$ cat src/verilog/selftest_pkg.sv
/*
 * Shared constants and carrier types for the reference monitor and
 * comparator self-test block. Assumes a 100 MHz system clock.
 */
`default_nettype none
package selftest_pkg;

    // Register byte offsets on the Avalon-MM slave.
    localparam logic [4:0] OFS_CONTROL    = 5'h00;
    localparam logic [4:0] OFS_STATUS     = 5'h04;
    localparam logic [4:0] OFS_UNLOCK     = 5'h08;
    localparam logic [4:0] OFS_SW_OV      = 5'h0C;
    localparam logic [4:0] OFS_LDO_OV     = 5'h10;
    localparam logic [4:0] OFS_SW_UV      = 5'h14;
    localparam logic [4:0] OFS_LDO_UV     = 5'h18;

    // Control register bit positions.
    localparam int CTL_RUN     = 0;
    localparam int CTL_BYPASS  = 1;
    localparam int CTL_SECURE  = 2;
    localparam int CTL_REFMASK = 3;

    // Status register bit positions.
    localparam int STS_REF_NOW  = 0;
    localparam int STS_REF_FLAG = 1;
    localparam int STS_ON       = 2;
    localparam int STS_BLOCKED  = 3;
    localparam int STS_SHUTDOWN = 4;

    // Unlock value for the secure write sequence; the value is arbitrary.
    localparam logic [7:0] UNLOCK_KEY = 8'hA5;

    // Regulator counts and the flat comparator layout.
    localparam int NUM_SW  = 7;
    localparam int NUM_LDO = 4;
    localparam int NUM_CMP = 2 * (NUM_SW + NUM_LDO);
    localparam logic [4:0] LAST_CMP = 5'(NUM_CMP - 1);

    // Reset values.
    localparam logic [7:0] CONTROL_RESET = 8'h00;

    // Timing: each comparator phase lasts one step.
    localparam int CLK_PERIOD_NS  = 10;
    localparam int STEP_TIME_NS   = 4000;
    localparam int STEP_CYCLES    = (STEP_TIME_NS + CLK_PERIOD_NS - 1) / CLK_PERIOD_NS;
    localparam int BLANK_MAX_US   = 200;
    localparam logic [8:0] STEP_LAST = 9'(STEP_CYCLES - 1);

    typedef enum logic [2:0] {
        ST_REFCHK  = 3'h0,
        ST_FORCE   = 3'h1,
        ST_RELEASE = 3'h3,
        ST_ON      = 3'h2,
        ST_BLOCKED = 3'h6
    } phase_t;

    typedef struct packed {
        logic [4:0]  address;
        logic        read;
        logic        write;
        logic [31:0] writedata;
        logic [3:0]  byteenable;
    } avs_req_t;

    typedef struct packed {
        logic [NUM_LDO-1:0] ldo_uv;
        logic [NUM_SW-1:0]  sw_uv;
        logic [NUM_LDO-1:0] ldo_ov;
        logic [NUM_SW-1:0]  sw_ov;
    } cmp_vec_t;

endpackage
`default_nettype wire

$ cat src/verilog/monitor_selftest.sv
/*
 * Reference monitor and analog comparator self-test controller with an
 * Avalon-MM register slave.
 * Assumes the comparator and mismatch inputs are synchronous to clk_in and
 * that the analog front end reacts to a force within one step.
 */
// Operation
// - Power-up reference mismatch is critical; regulators stay off.
// - Power-up mismatch fails test, ignores bypass.
// - Runtime drift, bypass 0: shut power stages.
// - Runtime drift, bypass 1: interrupt only.
// - Reference flag sets even when masked; mask gates only the interrupt.
// - Status bit follows current reference condition.
// - Test every overvoltage comparator individually.
// - Test every undervoltage comparator individually.
// - Untoggled comparator sets its warning bit.
// - Warnings in four per-regulator groups.
// - Each run overwrites all warning bits.
// - In secure mode, warnings clear only by secure write.
// - After power-up test, continue; results readable.
// - Writing run bit starts full test.
// - Run bit self-clears; new request accepted.
// - Secure mode: start needs secure write.
// - Blanking during on-demand test under 200 us.
// - On-demand failure sets that monitor's flags.
`timescale 1ns/1ns
`default_nettype none
module monitor_selftest (
    input  wire logic                     clk_in,
    input  wire logic                     reset_n_in,
    input  wire selftest_pkg::avs_req_t   avs_req_in,
    output logic [31:0]                   avs_readdata_out,
    output logic                          avs_waitrequest_out,
    input  wire logic                     ref_mismatch_in,
    input  wire selftest_pkg::cmp_vec_t   cmp_state_in,
    output selftest_pkg::cmp_vec_t        cmp_force_out,
    output logic                          monitor_blank_out,
    output logic                          regulator_enable_out,
    output logic                          power_stage_shutdown_out,
    output logic                          reference_fail_irq_out
);

    // Overview of behaviour, for whoever integrates or extends this block.
    //
    // The block sits between the analog monitoring front end and the host
    // register interface. It owns three jobs: checking that the regulation
    // reference and the monitoring reference agree, stepping through every
    // overvoltage and undervoltage comparator to prove that each can toggle,
    // and presenting the results as registers on the Avalon-MM slave.
    //
    // Reference check.
    // The mismatch input is the result of an analog window comparison. It is
    // high while the two references differ by more than the allowed band.
    // Right after reset the sequencer looks at it once, in the first phase.
    // A mismatch there parks the sequencer in the blocked phase for good, so
    // the regulators are never enabled until the next reset. The bypass
    // setting is deliberately ignored at that point, because a bad reference
    // at power-up means neither regulation nor monitoring can be trusted.
    // Once the system is on, a mismatch either shuts the power stages down
    // (bypass clear) or only raises the interrupt flag (bypass set).
    // The shutdown is sticky until reset. Clearing it by software would let a
    // drifting reference restart the regulators without any fresh check.
    //
    // Interrupt flag.
    // The reference flag sets on every cycle that sees a mismatch, in any
    // phase. Software clears it by writing a one to its status bit. When a
    // clear and a new mismatch fall in the same cycle the flag stays set, so
    // an event can never be lost in the gap between a read and a clear.
    // The interrupt output is the flag gated by its mask bit. Masking hides
    // the event from the interrupt line but the flag itself still records it.
    //
    // Comparator self-test.
    // There are twenty-two comparators: overvoltage for each of seven
    // switchers, overvoltage for each of four linear regulators, then the
    // same two groups for undervoltage. They are tested one at a time, in
    // that flat order, which is also the bit order of the warning registers.
    // Each comparator gets a force step followed by a release step. At the
    // end of the force step its output must read tripped, and at the end of
    // the release step it must read idle. Missing either edge marks it failed.
    // Checking only at the end of each step gives the analog side a full step
    // to settle, at the price of not catching a comparator that chatters.
    // Forcing a single comparator at a time keeps one broken channel from
    // masking another, and lets the warning bit point at the exact monitor.
    //
    // Timing.
    // A step lasts four microseconds, so a full pass costs 22 x 2 steps, or
    // 176 microseconds. Fault monitoring is blanked for the whole pass, which
    // keeps the blanking window inside its 200 microsecond budget with some
    // margin for clock tolerance. The step length is a package constant; a
    // longer step would need the timer widened and the budget rechecked.
    //
    // Power-up and on-demand runs.
    // A power-up run starts by itself when the reference check passes. Its
    // failures are reported but do not stop the power-up; the host is
    // expected to read the warning registers and act on them. An on-demand
    // run starts from a write of one to the run bit, but only in the on phase
    // and only while no shutdown is latched. A write during a run is ignored,
    // so a nervous host cannot stretch the blanking window by repeating it.
    // The run bit reads one while an on-demand run is in progress and drops
    // back to zero by itself when the last comparator has been checked.
    // Every run clears all warning bits at its start, so old results never
    // mix with new ones.
    //
    // Register access and protection.
    // The slave answers every access after exactly one wait cycle. Read data
    // is registered at the end of the first cycle and stands until the next
    // read. Only the low byte lane carries meaning; upper bits read as zero.
    // When secure mode is on, a protected write needs the unlock key written
    // just before it. The key arms exactly one write, whatever its target,
    // which keeps a stale key from unlocking a later unrelated access.
    // Protected writes are the warning clears, starting a run and leaving
    // secure mode. A refused write completes normally on the bus and simply
    // has no effect, so the host must read back to confirm.
    //
    // Hazards.
    // The mismatch and comparator inputs are taken as synchronous. If the
    // analog side is asynchronous to this clock, synchronisers belong in
    // front of this block, and the step length must cover their latency.
    // A failure found by the sequencer wins over a software clear landing in
    // the same cycle, for the same reason as the reference flag.
    //

    // Whole module state in one record.
    typedef struct packed {
        selftest_pkg::phase_t  phase;
        logic [4:0]            index;
        logic [8:0]            timer;
        logic                  demand;
        logic                  ack;
        logic [31:0]           rdata;
        logic                  bypass;
        logic                  secure;
        logic                  ref_mask;
        logic                  unlocked;
        logic                  ref_flag;
        logic                  blocked;
        logic                  shutdown;
        logic [selftest_pkg::NUM_CMP-1:0] fail;
    } state_t;

    state_t st;
    state_t next_st;

    logic [selftest_pkg::NUM_CMP-1:0] cmp_flat;
    logic [selftest_pkg::NUM_CMP-1:0] force_flat;
    logic                             testing;

    assign cmp_flat = cmp_state_in;
    assign testing  = (st.phase == selftest_pkg::ST_FORCE) ||
                      (st.phase == selftest_pkg::ST_RELEASE);

    // One-hot force: only the comparator under test sees a stimulus.
    genvar g;
    generate
        for (g = 0; g < selftest_pkg::NUM_CMP; g++) begin : gen_force
            assign force_flat[g] = (st.phase == selftest_pkg::ST_FORCE) &&
                                   (st.index == 5'(g));
        end
    endgenerate

    // Outputs; handshake is combinational, data comes from flip-flops.
    assign cmp_force_out            = force_flat;
    assign monitor_blank_out        = testing;
    assign regulator_enable_out     = (st.phase == selftest_pkg::ST_ON) &&
                                      !st.shutdown;
    assign power_stage_shutdown_out = st.shutdown;
    assign reference_fail_irq_out   = st.ref_flag && !st.ref_mask;
    assign avs_readdata_out         = st.rdata;
    assign avs_waitrequest_out      = (avs_req_in.read || avs_req_in.write) && !st.ack;

    // Next-state logic for bus, sequencer and reference monitor.
    always_comb begin
        logic        req;
        logic        wr_fire;
        logic        allowed;
        logic        wlane;
        logic [7:0]  wbyte;
        logic [31:0] rd;
        logic        step_done;
        logic        bit_fail;
        logic        start_req;
        logic        clr_ref;
        logic [selftest_pkg::NUM_CMP-1:0] clr_mask;

        next_st   = st;
        req       = avs_req_in.read || avs_req_in.write;
        wr_fire   = avs_req_in.write && st.ack;
        wlane     = avs_req_in.byteenable[0];
        wbyte     = avs_req_in.writedata[7:0];
        // Protected writes pass when secure mode is off or a key was given.
        allowed   = !st.secure || st.unlocked;
        rd        = 32'h0000_0000;
        step_done = (st.timer == selftest_pkg::STEP_LAST);
        bit_fail  = 1'b0;
        start_req = 1'b0;
        clr_ref   = 1'b0;
        clr_mask  = '0;

        // Answer one cycle after the request is seen; data is latched then.
        next_st.ack = req && !st.ack;
        if (req && !st.ack && avs_req_in.read) begin
            unique case (avs_req_in.address)
                selftest_pkg::OFS_CONTROL: begin
                    rd[selftest_pkg::CTL_RUN]     = st.demand && testing;
                    rd[selftest_pkg::CTL_BYPASS]  = st.bypass;
                    rd[selftest_pkg::CTL_SECURE]  = st.secure;
                    rd[selftest_pkg::CTL_REFMASK] = st.ref_mask;
                end
                selftest_pkg::OFS_STATUS: begin
                    rd[selftest_pkg::STS_REF_NOW]  = ref_mismatch_in;
                    rd[selftest_pkg::STS_REF_FLAG] = st.ref_flag;
                    rd[selftest_pkg::STS_ON]       = st.phase == selftest_pkg::ST_ON;
                    rd[selftest_pkg::STS_BLOCKED]  = st.blocked;
                    rd[selftest_pkg::STS_SHUTDOWN] = st.shutdown;
                end
                selftest_pkg::OFS_UNLOCK: rd[0] = st.unlocked;
                selftest_pkg::OFS_SW_OV:
                    rd[selftest_pkg::NUM_SW-1:0] = st.fail[6:0];
                selftest_pkg::OFS_LDO_OV:
                    rd[selftest_pkg::NUM_LDO-1:0] = st.fail[10:7];
                selftest_pkg::OFS_SW_UV:
                    rd[selftest_pkg::NUM_SW-1:0] = st.fail[17:11];
                selftest_pkg::OFS_LDO_UV:
                    rd[selftest_pkg::NUM_LDO-1:0] = st.fail[21:18];
                default: rd = 32'h0000_0000;
            endcase
            next_st.rdata = rd;
        end

        // Register writes commit on the edge where waitrequest is low.
        if (wr_fire && wlane) begin
            unique case (avs_req_in.address)
                selftest_pkg::OFS_CONTROL: begin
                    next_st.bypass   = wbyte[selftest_pkg::CTL_BYPASS];
                    next_st.ref_mask = wbyte[selftest_pkg::CTL_REFMASK];
                    // Leaving secure mode itself needs the key, so a stray
                    // write cannot drop the protection.
                    if (allowed) begin
                        next_st.secure = wbyte[selftest_pkg::CTL_SECURE];
                    end
                    start_req = wbyte[selftest_pkg::CTL_RUN] && allowed;
                end
                selftest_pkg::OFS_STATUS:
                    clr_ref = wbyte[selftest_pkg::STS_REF_FLAG];
                selftest_pkg::OFS_SW_OV:
                    if (allowed) clr_mask[6:0] = wbyte[6:0];
                selftest_pkg::OFS_LDO_OV:
                    if (allowed) clr_mask[10:7] = wbyte[3:0];
                selftest_pkg::OFS_SW_UV:
                    if (allowed) clr_mask[17:11] = wbyte[6:0];
                selftest_pkg::OFS_LDO_UV:
                    if (allowed) clr_mask[21:18] = wbyte[3:0];
                default: ;
            endcase
        end

        // The key arms exactly one following write, then lapses.
        if (wr_fire) begin
            next_st.unlocked = (avs_req_in.address == selftest_pkg::OFS_UNLOCK) &&
                               wlane && (wbyte == selftest_pkg::UNLOCK_KEY);
        end

        // Warning clears by software; a failure found later wins.
        next_st.fail = st.fail & ~clr_mask;

        // Comparator sequencer.
        unique case (st.phase)
            selftest_pkg::ST_REFCHK: begin
                // Power-up mismatch blocks regardless of bypass.
                if (ref_mismatch_in) begin
                    next_st.phase   = selftest_pkg::ST_BLOCKED;
                    next_st.blocked = 1'b1;
                end else begin
                    next_st.phase = selftest_pkg::ST_FORCE;
                    next_st.index = 5'h00;
                    next_st.timer = 9'h000;
                    next_st.fail  = '0;
                end
            end
            selftest_pkg::ST_FORCE: begin
                next_st.timer = st.timer + 9'h001;
                if (step_done) begin
                    // A forced comparator must report the fault.
                    bit_fail      = !cmp_flat[st.index];
                    next_st.timer = 9'h000;
                    next_st.phase = selftest_pkg::ST_RELEASE;
                end
            end
            selftest_pkg::ST_RELEASE: begin
                next_st.timer = st.timer + 9'h001;
                if (step_done) begin
                    // And must fall back once released, proving a toggle.
                    bit_fail      = cmp_flat[st.index];
                    next_st.timer = 9'h000;
                    if (st.index == selftest_pkg::LAST_CMP) begin
                        next_st.phase  = selftest_pkg::ST_ON;
                        next_st.demand = 1'b0;
                    end else begin
                        next_st.index = st.index + 5'h01;
                        next_st.phase = selftest_pkg::ST_FORCE;
                    end
                end
            end
            selftest_pkg::ST_ON: begin
                // A request while a run is busy cannot land here.
                if (start_req && !st.shutdown) begin
                    next_st.phase  = selftest_pkg::ST_FORCE;
                    next_st.demand = 1'b1;
                    next_st.index  = 5'h00;
                    next_st.timer  = 9'h000;
                    next_st.fail   = '0;
                end
            end
            selftest_pkg::ST_BLOCKED: ;
            default: next_st.phase = selftest_pkg::ST_BLOCKED;
        endcase

        if (bit_fail) begin
            next_st.fail[st.index] = 1'b1;
        end

        // Runtime drift while the system is on.
        if (st.phase == selftest_pkg::ST_ON && ref_mismatch_in && !st.bypass) begin
            next_st.shutdown = 1'b1;
        end

        // Sticky reference flag; an event in the clear cycle survives.
        if (clr_ref) begin
            next_st.ref_flag = 1'b0;
        end
        if (ref_mismatch_in) begin
            next_st.ref_flag = 1'b1;
        end
    end

    // The only clocked process; reset values are all constants.
    always_ff @(posedge clk_in or negedge reset_n_in) begin
        if (!reset_n_in) begin
            st          <= '0;
            st.phase    <= selftest_pkg::ST_REFCHK;
            st.bypass   <= selftest_pkg::CONTROL_RESET[selftest_pkg::CTL_BYPASS];
            st.secure   <= selftest_pkg::CONTROL_RESET[selftest_pkg::CTL_SECURE];
            st.ref_mask <= selftest_pkg::CONTROL_RESET[selftest_pkg::CTL_REFMASK];
        end else begin
            st <= next_st;
        end
    end

endmodule
`default_nettype wire

$ cat config.mk
export PLATFORM = sky130hd
export DESIGN_NAME = monitor_selftest
export DESIGN_NICKNAME = d
export VERILOG_FILES = /design/src/verilog/selftest_pkg.sv /design/src/verilog/monitor_selftest.sv
export SDC_FILE = /design/constraint.sdc
export NUM_CORES = 1
export LEC_CHECK = 0
export ABC_AREA = 1
export BUFFER_PORTS_ARGS = -buffer_cell sky130_fd_sc_hd__buf_2
export CAP_MARGIN = 30
export CORE_UTILIZATION = 52
export CTS_CLUSTER_SIZE = 12
export DETAILED_ROUTE_END_ITERATION = 16
export PLACE_DENSITY_LB_ADDON = 0.1
export SLEW_MARGIN = 30
export SYNTH_ARGS = -nofsm -noshare
export SYNTH_HDL_FRONTEND = slang
export SYNTH_SLANG_ARGS = --single-unit
$ cat constraint.sdc
create_clock -name clk_in -period 2 [get_ports clk_in]
set_clock_uncertainty 0.05 [all_clocks]
set_input_delay 0.1 -clock clk_in [delete_from_list [all_inputs] [get_ports clk_in]]
set_output_delay 0.1 -clock clk_in [all_outputs]
set_load 0.02 [all_outputs]
==> flow_metrics.tcl, run 1 <==
set metrics [dict create \
    yosys-top-cells-area "dfrtp_1 35%, nand2_1 11%, inv_1 7.4%" \
    power_frac_seq 0.557 \
    drive_gt1_frac 0.252 \
    cts_made_buffers 5 \
    ys_warn_count 0 \
    row_count 31 \
    yosysTopAreaCell "dfrtp_1" \
    wl_per_cell_um 13.4 \
    p_sw_mw 0.594 \
    synthesis.instances 547 \
    avgSynthCellArea_um2 7.24 \
    peakVddDrop_mv 0.245 \
    cts.clk_slew.worst_paths_ns 0.11 \
    final_cells 731 \
    worst-setup-path-type "flop to primary output" \
    grt_max_degree 56 \
    cts_tree "done" \
    pwr_density_cell_nw_per_um2 455 \
    drt-initial-drc-count 247 \
    cts.sinks 55 \
    dieWidth_um 89.2 \
    start_util 0.543 \
    critPathCaptureType "primary output" \
    min_from "avs_req_in[37]" \
    dp.cells 715 \
    clk_latency_ns 0.32 \
    cts_root_buffer "clkbuf_8" \
    drt-total-wl_um 9790 \
    drt_first_pass_iters 5 \
    final_min_period_over_clock_period 0.959 \
    antenna_left 0 \
    num_vias 3734 \
    grt_pass1_wl_um 15600 \
    ys_ff_latch 55 \
    rr_endpoint "st[4]$_DFF_PN0_" \
    hold_viol_final 0 \
    critPathLaunchType "flop" \
    nets 705 \
    min_path_cells 3 \
    seqCellArea_um2 1380 \
    fin_crit_ns 1.92 \
    portBuffers 74 \
    multiInputGateArea_um2 2030 \
    finalSetupViolCount 0 \
    n_antenna_cell 0 \
    syn_area_um2 3960 \
    power_frac_comb 0.124 \
    hold_class "primary input to flop" \
    arrival_ns 1.77 \
    place_congestion 0.944 \
    maxCapViolations 0 \
    critPathMaxFanout 11 \
    grt_usage 0.255 \
    fillCellCount 714 \
    fp.coreArea_um2 7290 \
    pwr-share-clk 0.318 \
    max-slew-margin-rel 0.529 \
    status "finished clean" \
    areaGrowthSynthToFinish_pct 15.1 \
    internal-power_mw 1.48 \
    clockBufferDepth 2 \
    drc 0 \
    max_slew.worst_pin.slew_ns 0.707 \
    r2r_start "st[79]$_DFFE_PN0P_" \
    max_freq_mhz 522 \
    power_mw 2.07 \
    htreeDepth 2 \
    crit_required_ns 1.85 \
    ys_seq_area_frac 0.348 \
    chipHeight_um 89.2 \
    ios 127 \
    synth_top_area_frac 0.348 \
    reg2reg_setup_slack_ns 0.19 \
    leakage_nw 2.37 \
    antenna_found_initial 0 \
    dp_hpwl_um 7500 \
    vias_per_cell 5.11 \
    whs_endpoint "st[61]$_DFF_PN0_" \
    grt_pass1_vias 3375 \
    switching_share 0.286 \
    rsz0062_at_grt "true" \
    slew_violations 0 \
    dieArea_um2 7960 \
    synth_cell_type_count 44 \
    r2r_cells 10 \
    grt_overflow 0 \
]
power groups by stage:
stage / sequential (mW) / combinational [mW] / clock, mW
5_1_grt: 1.16 / 0.294 / 0.729
4_1_cts: 1.16 / 0.261 / 0.688
3_5_place_dp: 1.18 / 0.256 / 0
2_1_floorplan: 1.17 / 0.209 / 0
3_3_place_gp: 1.18 / 0.254 / 0
6_report: 1.16 / 0.258 / 0.660
routing by layer:
| metal | global-route usage | wire (µm) |
|---|---|---|
| met5 | 0 | 0 |
| met4 | 0.0823 | 212 |
| met3 | 0.0342 | 429 |
| met2 | 0.427 | 4700 |
| met1 | 0.342 | 4450 |
critical path, cell delays in order, from the launching register on:
cell	delay, ns
dfrtp_1	0.39
buf_4	0.18
ha_1	0.21
inv_1	0.17
nor2_1	0.08
ha_1	0.18
inv_1	0.05
nor2_1	0.04
buf_4	0.15
state kept, by name, indices dropped and copies added (netlist names):
signal and flops:
avs_readdata_out 7, power_stage_shutdown_out 1, st 47
repair_timing:
item	in CTS	in global routing
setup endpoints to repair	20	47
setup buffers	1	3
hold buffers	4	0
pin swaps	0	1
hold endpoints to repair	58	0
gates resized for setup	5	18
how the worst max path moves through the flow:
stage                             startpoint                end  slack, ns  cells after the start
after floorplan           st[79]$_DFFE_PN0P_  cmp_force_out[10]       0.08                      6
after global placement    st[72]$_DFFE_PN0P_    st[5]$_DFF_PN0_       0.18                     12
after detailed placement  st[72]$_DFFE_PN0P_   st[16]$_DFF_PN0_       0.12                     13
after CTS                 st[72]$_DFFE_PN0P_   cmp_force_out[2]       0.02                      7
after global routing      st[74]$_DFFE_PN0P_  cmp_force_out[18]      -0.01                      6
final                     st[73]$_DFFE_PN0P_  cmp_force_out[15]       0.08                      8
kinds of logic (layout without fill, tap and decap cells):
group                      after synthesis  in the layout  share of synthesized area
other                                    1             25                   0.000948
adders and majority gates                6              6                     0.0190
buffers and inverters                  133            194                      0.175
DFF                                     55             55                      0.348
xor gates and xnor gates                 4              4                    0.00885
and+or+nand+nor                        265            265                      0.326
AOI/OAI and AO/OA                       83             83                      0.122
cell type report:
class | count | area share
well taps | 99 | 0.0272
multi-input cells | 383 | 0.445
clock buffers | 5 | 0.0151
repair buffers | 99 | 0.131
clock inverters | 3 | 0.00604
inverters | 87 | 0.0734
flip-flops and latches | 55 | 0.303
metrics by stage:
stage                      util  setup TNS [ns]  hold WS [ns]  setup slack (ns)  cell area, µm²
after floorplan               -               0        -0.246            0.0824            4050
after global placement    0.593               0         0.233             0.178            4320
after global routing      0.625         -0.0283        0.0104           -0.0114            4550
after detailed placement  0.593               0         0.234             0.120            4320
final                     0.625               0       0.00589            0.0828            4550
after CTS                 0.615               0       0.00168            0.0189            4480
layout by cell type (no fill, tap or decap), types with 6 or more instances in the layout:
| master | n |
|---|---|
| nand4_1 | 6 |
| o22ai_1 | 12 |
| inv_2 | 7 |
| nand3_1 | 21 |
| nand3_2 | 25 |
| inv_1 | 74 |
| ha_1 | 6 |
| conb_1 | 25 |
| nand2_1 | 114 |
| nor2_1 | 51 |
| a21oi_1 | 26 |
| nor2_2 | 7 |
| buf_4 | 22 |
| dfrtp_1 | 53 |
| nor3_1 | 25 |
| o21ai_0 | 23 |
| buf_2 | 71 |
synth_stat cells (all sizes together):
library cell,n
a31o,1
clkbuf,4
nand4,6
xor2,4
a211o,1
a31oi,1
o221ai,3
buf,42
or2,1
a21oi,26
dfrtp,55
o21ai,28
nor3,29
a221oi,1
nand3b,1
clkinv,4
conb,1
nand2,119
ha,6
o211ai,1
a22o,1
and2,1
o21a,4
nand3,47
o31ai,1
inv,83
o2111ai,2
nor4,1
o22ai,12
nor2,60
o41ai,1
(Power assumes the default switching activity.)
==> inputs of run 2 (changes only) <==
--- a/config.mk
+++ b/config.mk
@@ -5,10 +5,9 @@
 export SDC_FILE = /design/constraint.sdc
 export NUM_CORES = 1
 export LEC_CHECK = 0
-export ABC_AREA = 1
 export BUFFER_PORTS_ARGS = -buffer_cell sky130_fd_sc_hd__buf_2
 export CAP_MARGIN = 30
-export CORE_UTILIZATION = 52
+export CORE_UTILIZATION = 50
 export CTS_CLUSTER_SIZE = 12
 export DETAILED_ROUTE_END_ITERATION = 16
 export PLACE_DENSITY_LB_ADDON = 0.1
==> run 2 against run 1 <==
Compared with the run above:
- the run now ends with setup timing left
- first-iteration DRC count decreased by 11%
- synthesized area decreased by 11%
- critical path depth decreased by 1
- register-to-register slack got worse by 0.48 ns
- total power increased by 56%
- hold slack improved by 0.028 ns
- clock power increased by 4.7%
- core utilization increased by 7.7 points
- combinational power increased to 4.4 times the previous value
- die area decreased by 7.1%
- largest cell class unchanged
==> flow_metrics.tcl, run 2 <==
set metrics [dict create \
    pwr_density_cell_nw_per_um2 677 \
    avgSynthCellArea_um2 9.05 \
    maxCapViolations 0 \
    synth_cell_type_count 50 \
    drt-total-wl_um 10400 \
    rsz0062_at_grt "true" \
    vias_per_cell 5.83 \
    ys_warn_count 0 \
    antenna_left 0 \
    ys.flop_type "dfrtp_1" \
    grt_pass1_wl_um 16500 \
    leakage_nw 2.30 \
    wl_per_cell_um 17.3 \
    max_slew.worst_pin.slew_ns 0.709 \
    ys_ff_latch 55 \
    arrival_ns 2.47 \
    drt-initial-drc-count 219 \
    layout_common_cells "69 x buf_2, 53 x dfrtp_1, 51 x buf_4" \
    status "complete, but fails checks" \
    fin_crit_ns 2.29 \
    synthesis.instances 390 \
    row_count 30 \
    crit_required_ns 2.17 \
    multiInputGateArea_um2 2200 \
    nets 581 \
    grt_overflow 0 \
    placed_area_um2 4220 \
    hold_class "primary input to flop" \
    final_common_cell "buf_2" \
    ios 127 \
    grt_max_degree 31 \
    worst-setup-path-type "flop to flop" \
    finalSetupViolCount 33 \
    fillCellCount 533 \
    cts.clk_slew.worst_paths_ns 0.12 \
    grt_pass1_vias 3283 \
    n_antenna_cell 0 \
    start_util 0.520 \
    synth_commonest_cells "55 x dfrtp_1, 40 x nor2_1, 39 x nand2_1, 32 x buf_4, 26 x nand3_1" \
    yosysMostFrequentCell "dfrtp_1" \
    cts_tree "done" \
    violations "setup timing" \
    drive_gt1_frac 0.400 \
    peakVddDrop_mv 0.554 \
    num_vias 3520 \
    top_register "st" \
    final.setup.worst_slack_ns -0.295 \
    hold_viol_final 0 \
    syn_area_um2 3530 \
    grt_usage 0.287 \
    cts.sinks 55 \
    synth_edf_count 0 \
    htreeDepth 2 \
    synth_top_area_frac 0.390 \
    dieArea_um2 7400 \
    yosys-top-cells-area "dfrtp_1 39%, buf_4 6.8%, o41ai_2 5.1%" \
    critPathCaptureType "flop" \
    portBuffers 74 \
    clk_latency_ns 0.32 \
    place_congestion 0.973 \
    max_freq_mhz 436 \
    max-slew-margin-rel 0.527 \
    async_flop_share 1.00 \
    drt_first_pass_iters 6 \
    largest_register_ffs 47 \
    critPathMaxFanout 5 \
    clockBufferDepth 2 \
    drc 0 \
    final_min_period_over_clock_period 1.15 \
    critPathLaunchType "flop" \
    yosysTopAreaCell "dfrtp_1" \
    dieWidth_um 86.0 \
    areaGrowthSynthToFinish_pct 35.0 \
    slew_violations 0 \
    power_mw 3.23 \
    dp_hpwl_um 7310 \
    antenna_found_initial 0 \
    cts_root_buffer "clkbuf_8" \
    chipHeight_um 86.0 \
    ys_seq_area_frac 0.390 \
    cts_made_buffers 5 \
    seqCellArea_um2 1380 \
    final_cell_area_um2 4770 \
    fp.coreArea_um2 6790 \
]
run 2: cell count changes after synthesis, moves of 16 or more:
cell	change
nand2_1	-75
inv_1	-70
nand3_2	-25
a21oi_1	-23
nor3_1	-23
nor2_1	-16
o211ai_1	+16
run 2: critical path: stages (launching register included):
cell and delay (ns):
dfrtp_2 0.44, mux4_2 0.51, and3_4 0.16, o41ai_2 0.33, buf_4 0.19, xnor2_4 0.10
buf_4 0.18, o41ai_2 0.24
run 2: metal layers:
metal	global-route usage	vias to the layer above	routed length [µm]
li1	-	1635	-
met4	0.0848	0	222
met2	0.481	159	5010
met1	0.380	1704	4540
met5	0	-	0
met3	0.0510	22	656
run 2: path summary, 6_finish.rpt:
check	startpoint	to	cells past startpoint	slack [ns]
max	st[72]$_DFFE_PN0P_	st[4]$_DFF_PN0_	7	-0.29
min	avs_req_in[36]	st[61]$_DFF_PN0_	3	0.03
max reg2reg	st[72]$_DFFE_PN0P_	st[4]$_DFF_PN0_	7	-0.29
min reg2reg	avs_readdata_out[0]$_DFFE_PN0P_	avs_readdata_out[0]$_DFFE_PN0P_	1	0.43
max in group asynchronous	reset_n_in	st[3]$_DFF_PN0_	3	0.97
min in group asynchronous	reset_n_in	st[74]$_DFFE_PN0P_	2	0.30
run 2: logic make-up (layout without fill, tap and decap cells):
group / count (synthesis) / after routing / synth area share
DFF: 55 / 55 / 0.390
muxes: 9 / 9 / 0.0369
buffers and inverters: 60 / 154 / 0.0989
other: 1 / 25 / 0.00106
xor gates and xnor gates: 1 / 1 / 0.00248
adders and majority gates: 6 / 6 / 0.0213
and+or+nand+nor: 154 / 154 / 0.210
AOI/OAI and AO/OA: 104 / 104 / 0.240
run 2: timing repair:
action	in CTS	in global routing
hold endpoints to repair	31	0
resized for setup	24	43
gates cloned	1	0
endpoints found under the setup margin	47	56
pin swaps	5	7
hold buffers	5	0
buffers inserted	6	9
run 2: report_power, final:
group          internal, mW  total [mW]  switching [mW]
combinational         0.504        1.13           0.628
clock                 0.259       0.691           0.432
sequential             1.26        1.40           0.141
total                  2.03        3.23            1.20
run 2: cell type report:
class,count,share of cell area
clock buffers,5,0.0144
repair buffers,137,0.195
clock inverters,3,0.00578
multi-input cells,299,0.462
well taps,96,0.0252
flip-flops and latches,55,0.289
inverters,9,0.00814
run 2: metrics by stage:
step | setup WS (ns) | hold slack (ns) | utilization | instances | setup TNS (ns)
global route | -0.351 | 0.0251 | 0.701 | 604 | -8.64
global placement | -0.315 | 0.145 | 0.620 | 575 | -6.39
finish | -0.295 | 0.0339 | 0.701 | 604 | -5.67
floorplan | -0.218 | -0.246 | - | 414 | -2.80
detailed placement | -0.383 | 0.140 | 0.620 | 575 | -7.41
CTS | -0.266 | 0.0172 | 0.665 | 595 | -5.82
==> inputs of run 3 (changes only) <==
--- a/config.mk
+++ b/config.mk
@@ -10,7 +10,7 @@
 export CORE_UTILIZATION = 50
 export CTS_CLUSTER_SIZE = 12
 export DETAILED_ROUTE_END_ITERATION = 16
-export PLACE_DENSITY_LB_ADDON = 0.1
+export PLACE_DENSITY = 0.77
 export SLEW_MARGIN = 30
 export SYNTH_ARGS = -nofsm -noshare
 export SYNTH_HDL_FRONTEND = slang
==> run 3 against run 2 <==
Compared with the run above:
- the run still ends with setup timing left
- sequential share of layout area about the same
- combinational power about the same
- largest cell class unchanged
- worst setup slack worse by 0.040 ns
- maximum frequency down 1.7%
- sequential power about the same
- critical path depth down 1
- via count about the same
- final area about the same
- total power down 0.81%
==> flow_metrics.tcl, run 3 (synthesis gave the netlist of run 2 again) <==
set metrics [dict create \
    status "complete, but fails checks" \
    violations "setup timing" \
    dp_hpwl_um 7160 \
    place_congestion 0.935 \
    cts_made_buffers 5 \
    drt-total-wl_um 10400 \
    areaGrowthSynthToFinish_pct 34.9 \
    cts_root_buffer "clkbuf_8" \
    clk_latency_ns 0.32 \
    largest_register_ffs 47 \
    dieWidth_um 86.0 \
    dp.cells 573 \
    maxCapViolations 0 \
    finalSetupViolCount 23 \
    rsz0062_at_grt "true" \
    worst-setup-path-type "flop to flop" \
    start_util 0.520 \
    row_count 30 \
    top_register "st" \
    cts_tree "done" \
    portBuffers 74 \
    critPathCaptureType "flop" \
    final_min_period_over_clock_period 1.17 \
    cts.sinks 55 \
    fin_crit_ns 2.34 \
    crit_required_ns 2.15 \
    r2r_start "st[72]$_DFFE_PN0P_" \
    pwr_density_cell_nw_per_um2 672 \
    slew_violations 0 \
    antenna_left 0 \
    critPathLaunchType "flop" \
    arrival_ns 2.49 \
    peakVddDrop_mv 0.369 \
    max_slew.worst_pin.slew_ns 0.702 \
    hold_class "primary input to flop" \
    grt_usage 0.280 \
    drive_gt1_frac 0.398 \
    cp-startpoint "st[72]$_DFFE_PN0P_" \
    drt-initial-drc-count 326 \
    nets 578 \
    critPathMaxFanout 5 \
    grt_max_degree 56 \
    final_common_cell "buf_2" \
    grt_overflow 0 \
    vias_per_cell 5.85 \
    num_vias 3517 \
    wl_per_cell_um 17.3 \
    fp.coreArea_um2 6790 \
    htreeDepth 2 \
    final_cells 601 \
    dieArea_um2 7400 \
    tns_ns -6.40 \
    antenna_found_initial 0 \
    reg2reg_setup_slack_ns -0.34 \
    ios 127 \
    final.setup.worst_slack_ns -0.335 \
    leakage_nw 2.31 \
    cts.clk_slew.worst_paths_ns 0.11 \
    worstSetupEndpoint "st[20]$_DFF_PN0_" \
    r2r_cells 6 \
    chipHeight_um 86.0 \
    n_antenna_cell 0 \
    grt_pass1_wl_um 15900 \
    max_freq_mhz 428 \
    utilization 0.701 \
    grt_pass1_vias 3256 \
    drt_first_pass_iters 5 \
    max-slew-margin-rel 0.532 \
    hold_viol_final 0 \
    drc 0 \
    clockBufferDepth 2 \
    layout_common_cells "66 x buf_2, 54 x dfrtp_1, 51 x buf_4" \
    rr_endpoint "st[20]$_DFF_PN0_" \
]
-- run 3: critical path: stages, from the launching register on --
cell	delay (ns)
dfrtp_2	0.43
mux4_2	0.51
and3_4	0.17
o41ai_4	0.34
buf_4	0.19
xnor2_4	0.12
o41ai_2	0.40
-- run 3: metal layers --
layer  vias to the layer above  share of wire  routed length (µm)  track usage
met5                         -              0                   0            0
met3                        31          0.064                 670       0.0385
li1                       1616              -                   -            -
met1                      1691           0.42                4390        0.378
met2                       179           0.49                5050        0.464
met4                         0          0.026                 274       0.0939
-- run 3: final cells by class --
class | count | area, µm²
sequential | 55 | 1380
tap | 96 | 120
inverter | 9 | 40.0
timing repair buffer | 134 | 933
fill | 525 | 2030
clock buffer | 5 | 68.8
clock inverter | 3 | 25.0
multi-input combinational | 299 | 2200
-- run 3: through the flow --
stage	hold WS [ns]	setup WS (ns)	total power [mW]	area [µm²]
2_1_floorplan	-0.246	-0.218	2.01	3710
4_1_cts	0.0118	-0.282	3.07	4500
5_1_grt	0.0296	-0.368	3.35	4760
3_5_place_dp	0.232	-0.444	2.33	4210
3_3_place_gp	0.222	-0.320	2.30	4210
6_report	0.0262	-0.335	3.20	4760
-- run 3: power breakdown --
part | internal (mW) | switching (mW) | total, mW
Combinational | 0.501 | 0.624 | 1.12
Clock | 0.257 | 0.414 | 0.671
Sequential | 1.26 | 0.143 | 1.41
-- run 3: worst min path at each step --
stage                                      endpoint  cells after the start           start
finish                             st[61]$_DFF_PN0_                      3  avs_req_in[36]
detailed placement  avs_readdata_out[6]$_DFFE_PN0P_                      2      reset_n_in
global placement    avs_readdata_out[4]$_DFFE_PN0P_                      2      reset_n_in
CTS                              st[28]$_DFFE_PN0P_                      3   avs_req_in[5]
floorplan           avs_readdata_out[0]$_DFFE_PN0P_                      0      reset_n_in
global route                       st[61]$_DFF_PN0_                      3  avs_req_in[36]
-- run 3: repair_timing --
| action | CTS | global route |
|---|---|---|
| endpoints found under the setup margin | 48 | 53 |
| pin swaps | 5 | 10 |
| endpoints found under the hold margin | 59 | 0 |
| hold buffers | 5 | 0 |
| cloned | 0 | 1 |
| setup buffers | 3 | 11 |
| gates resized for setup | 27 | 38 |
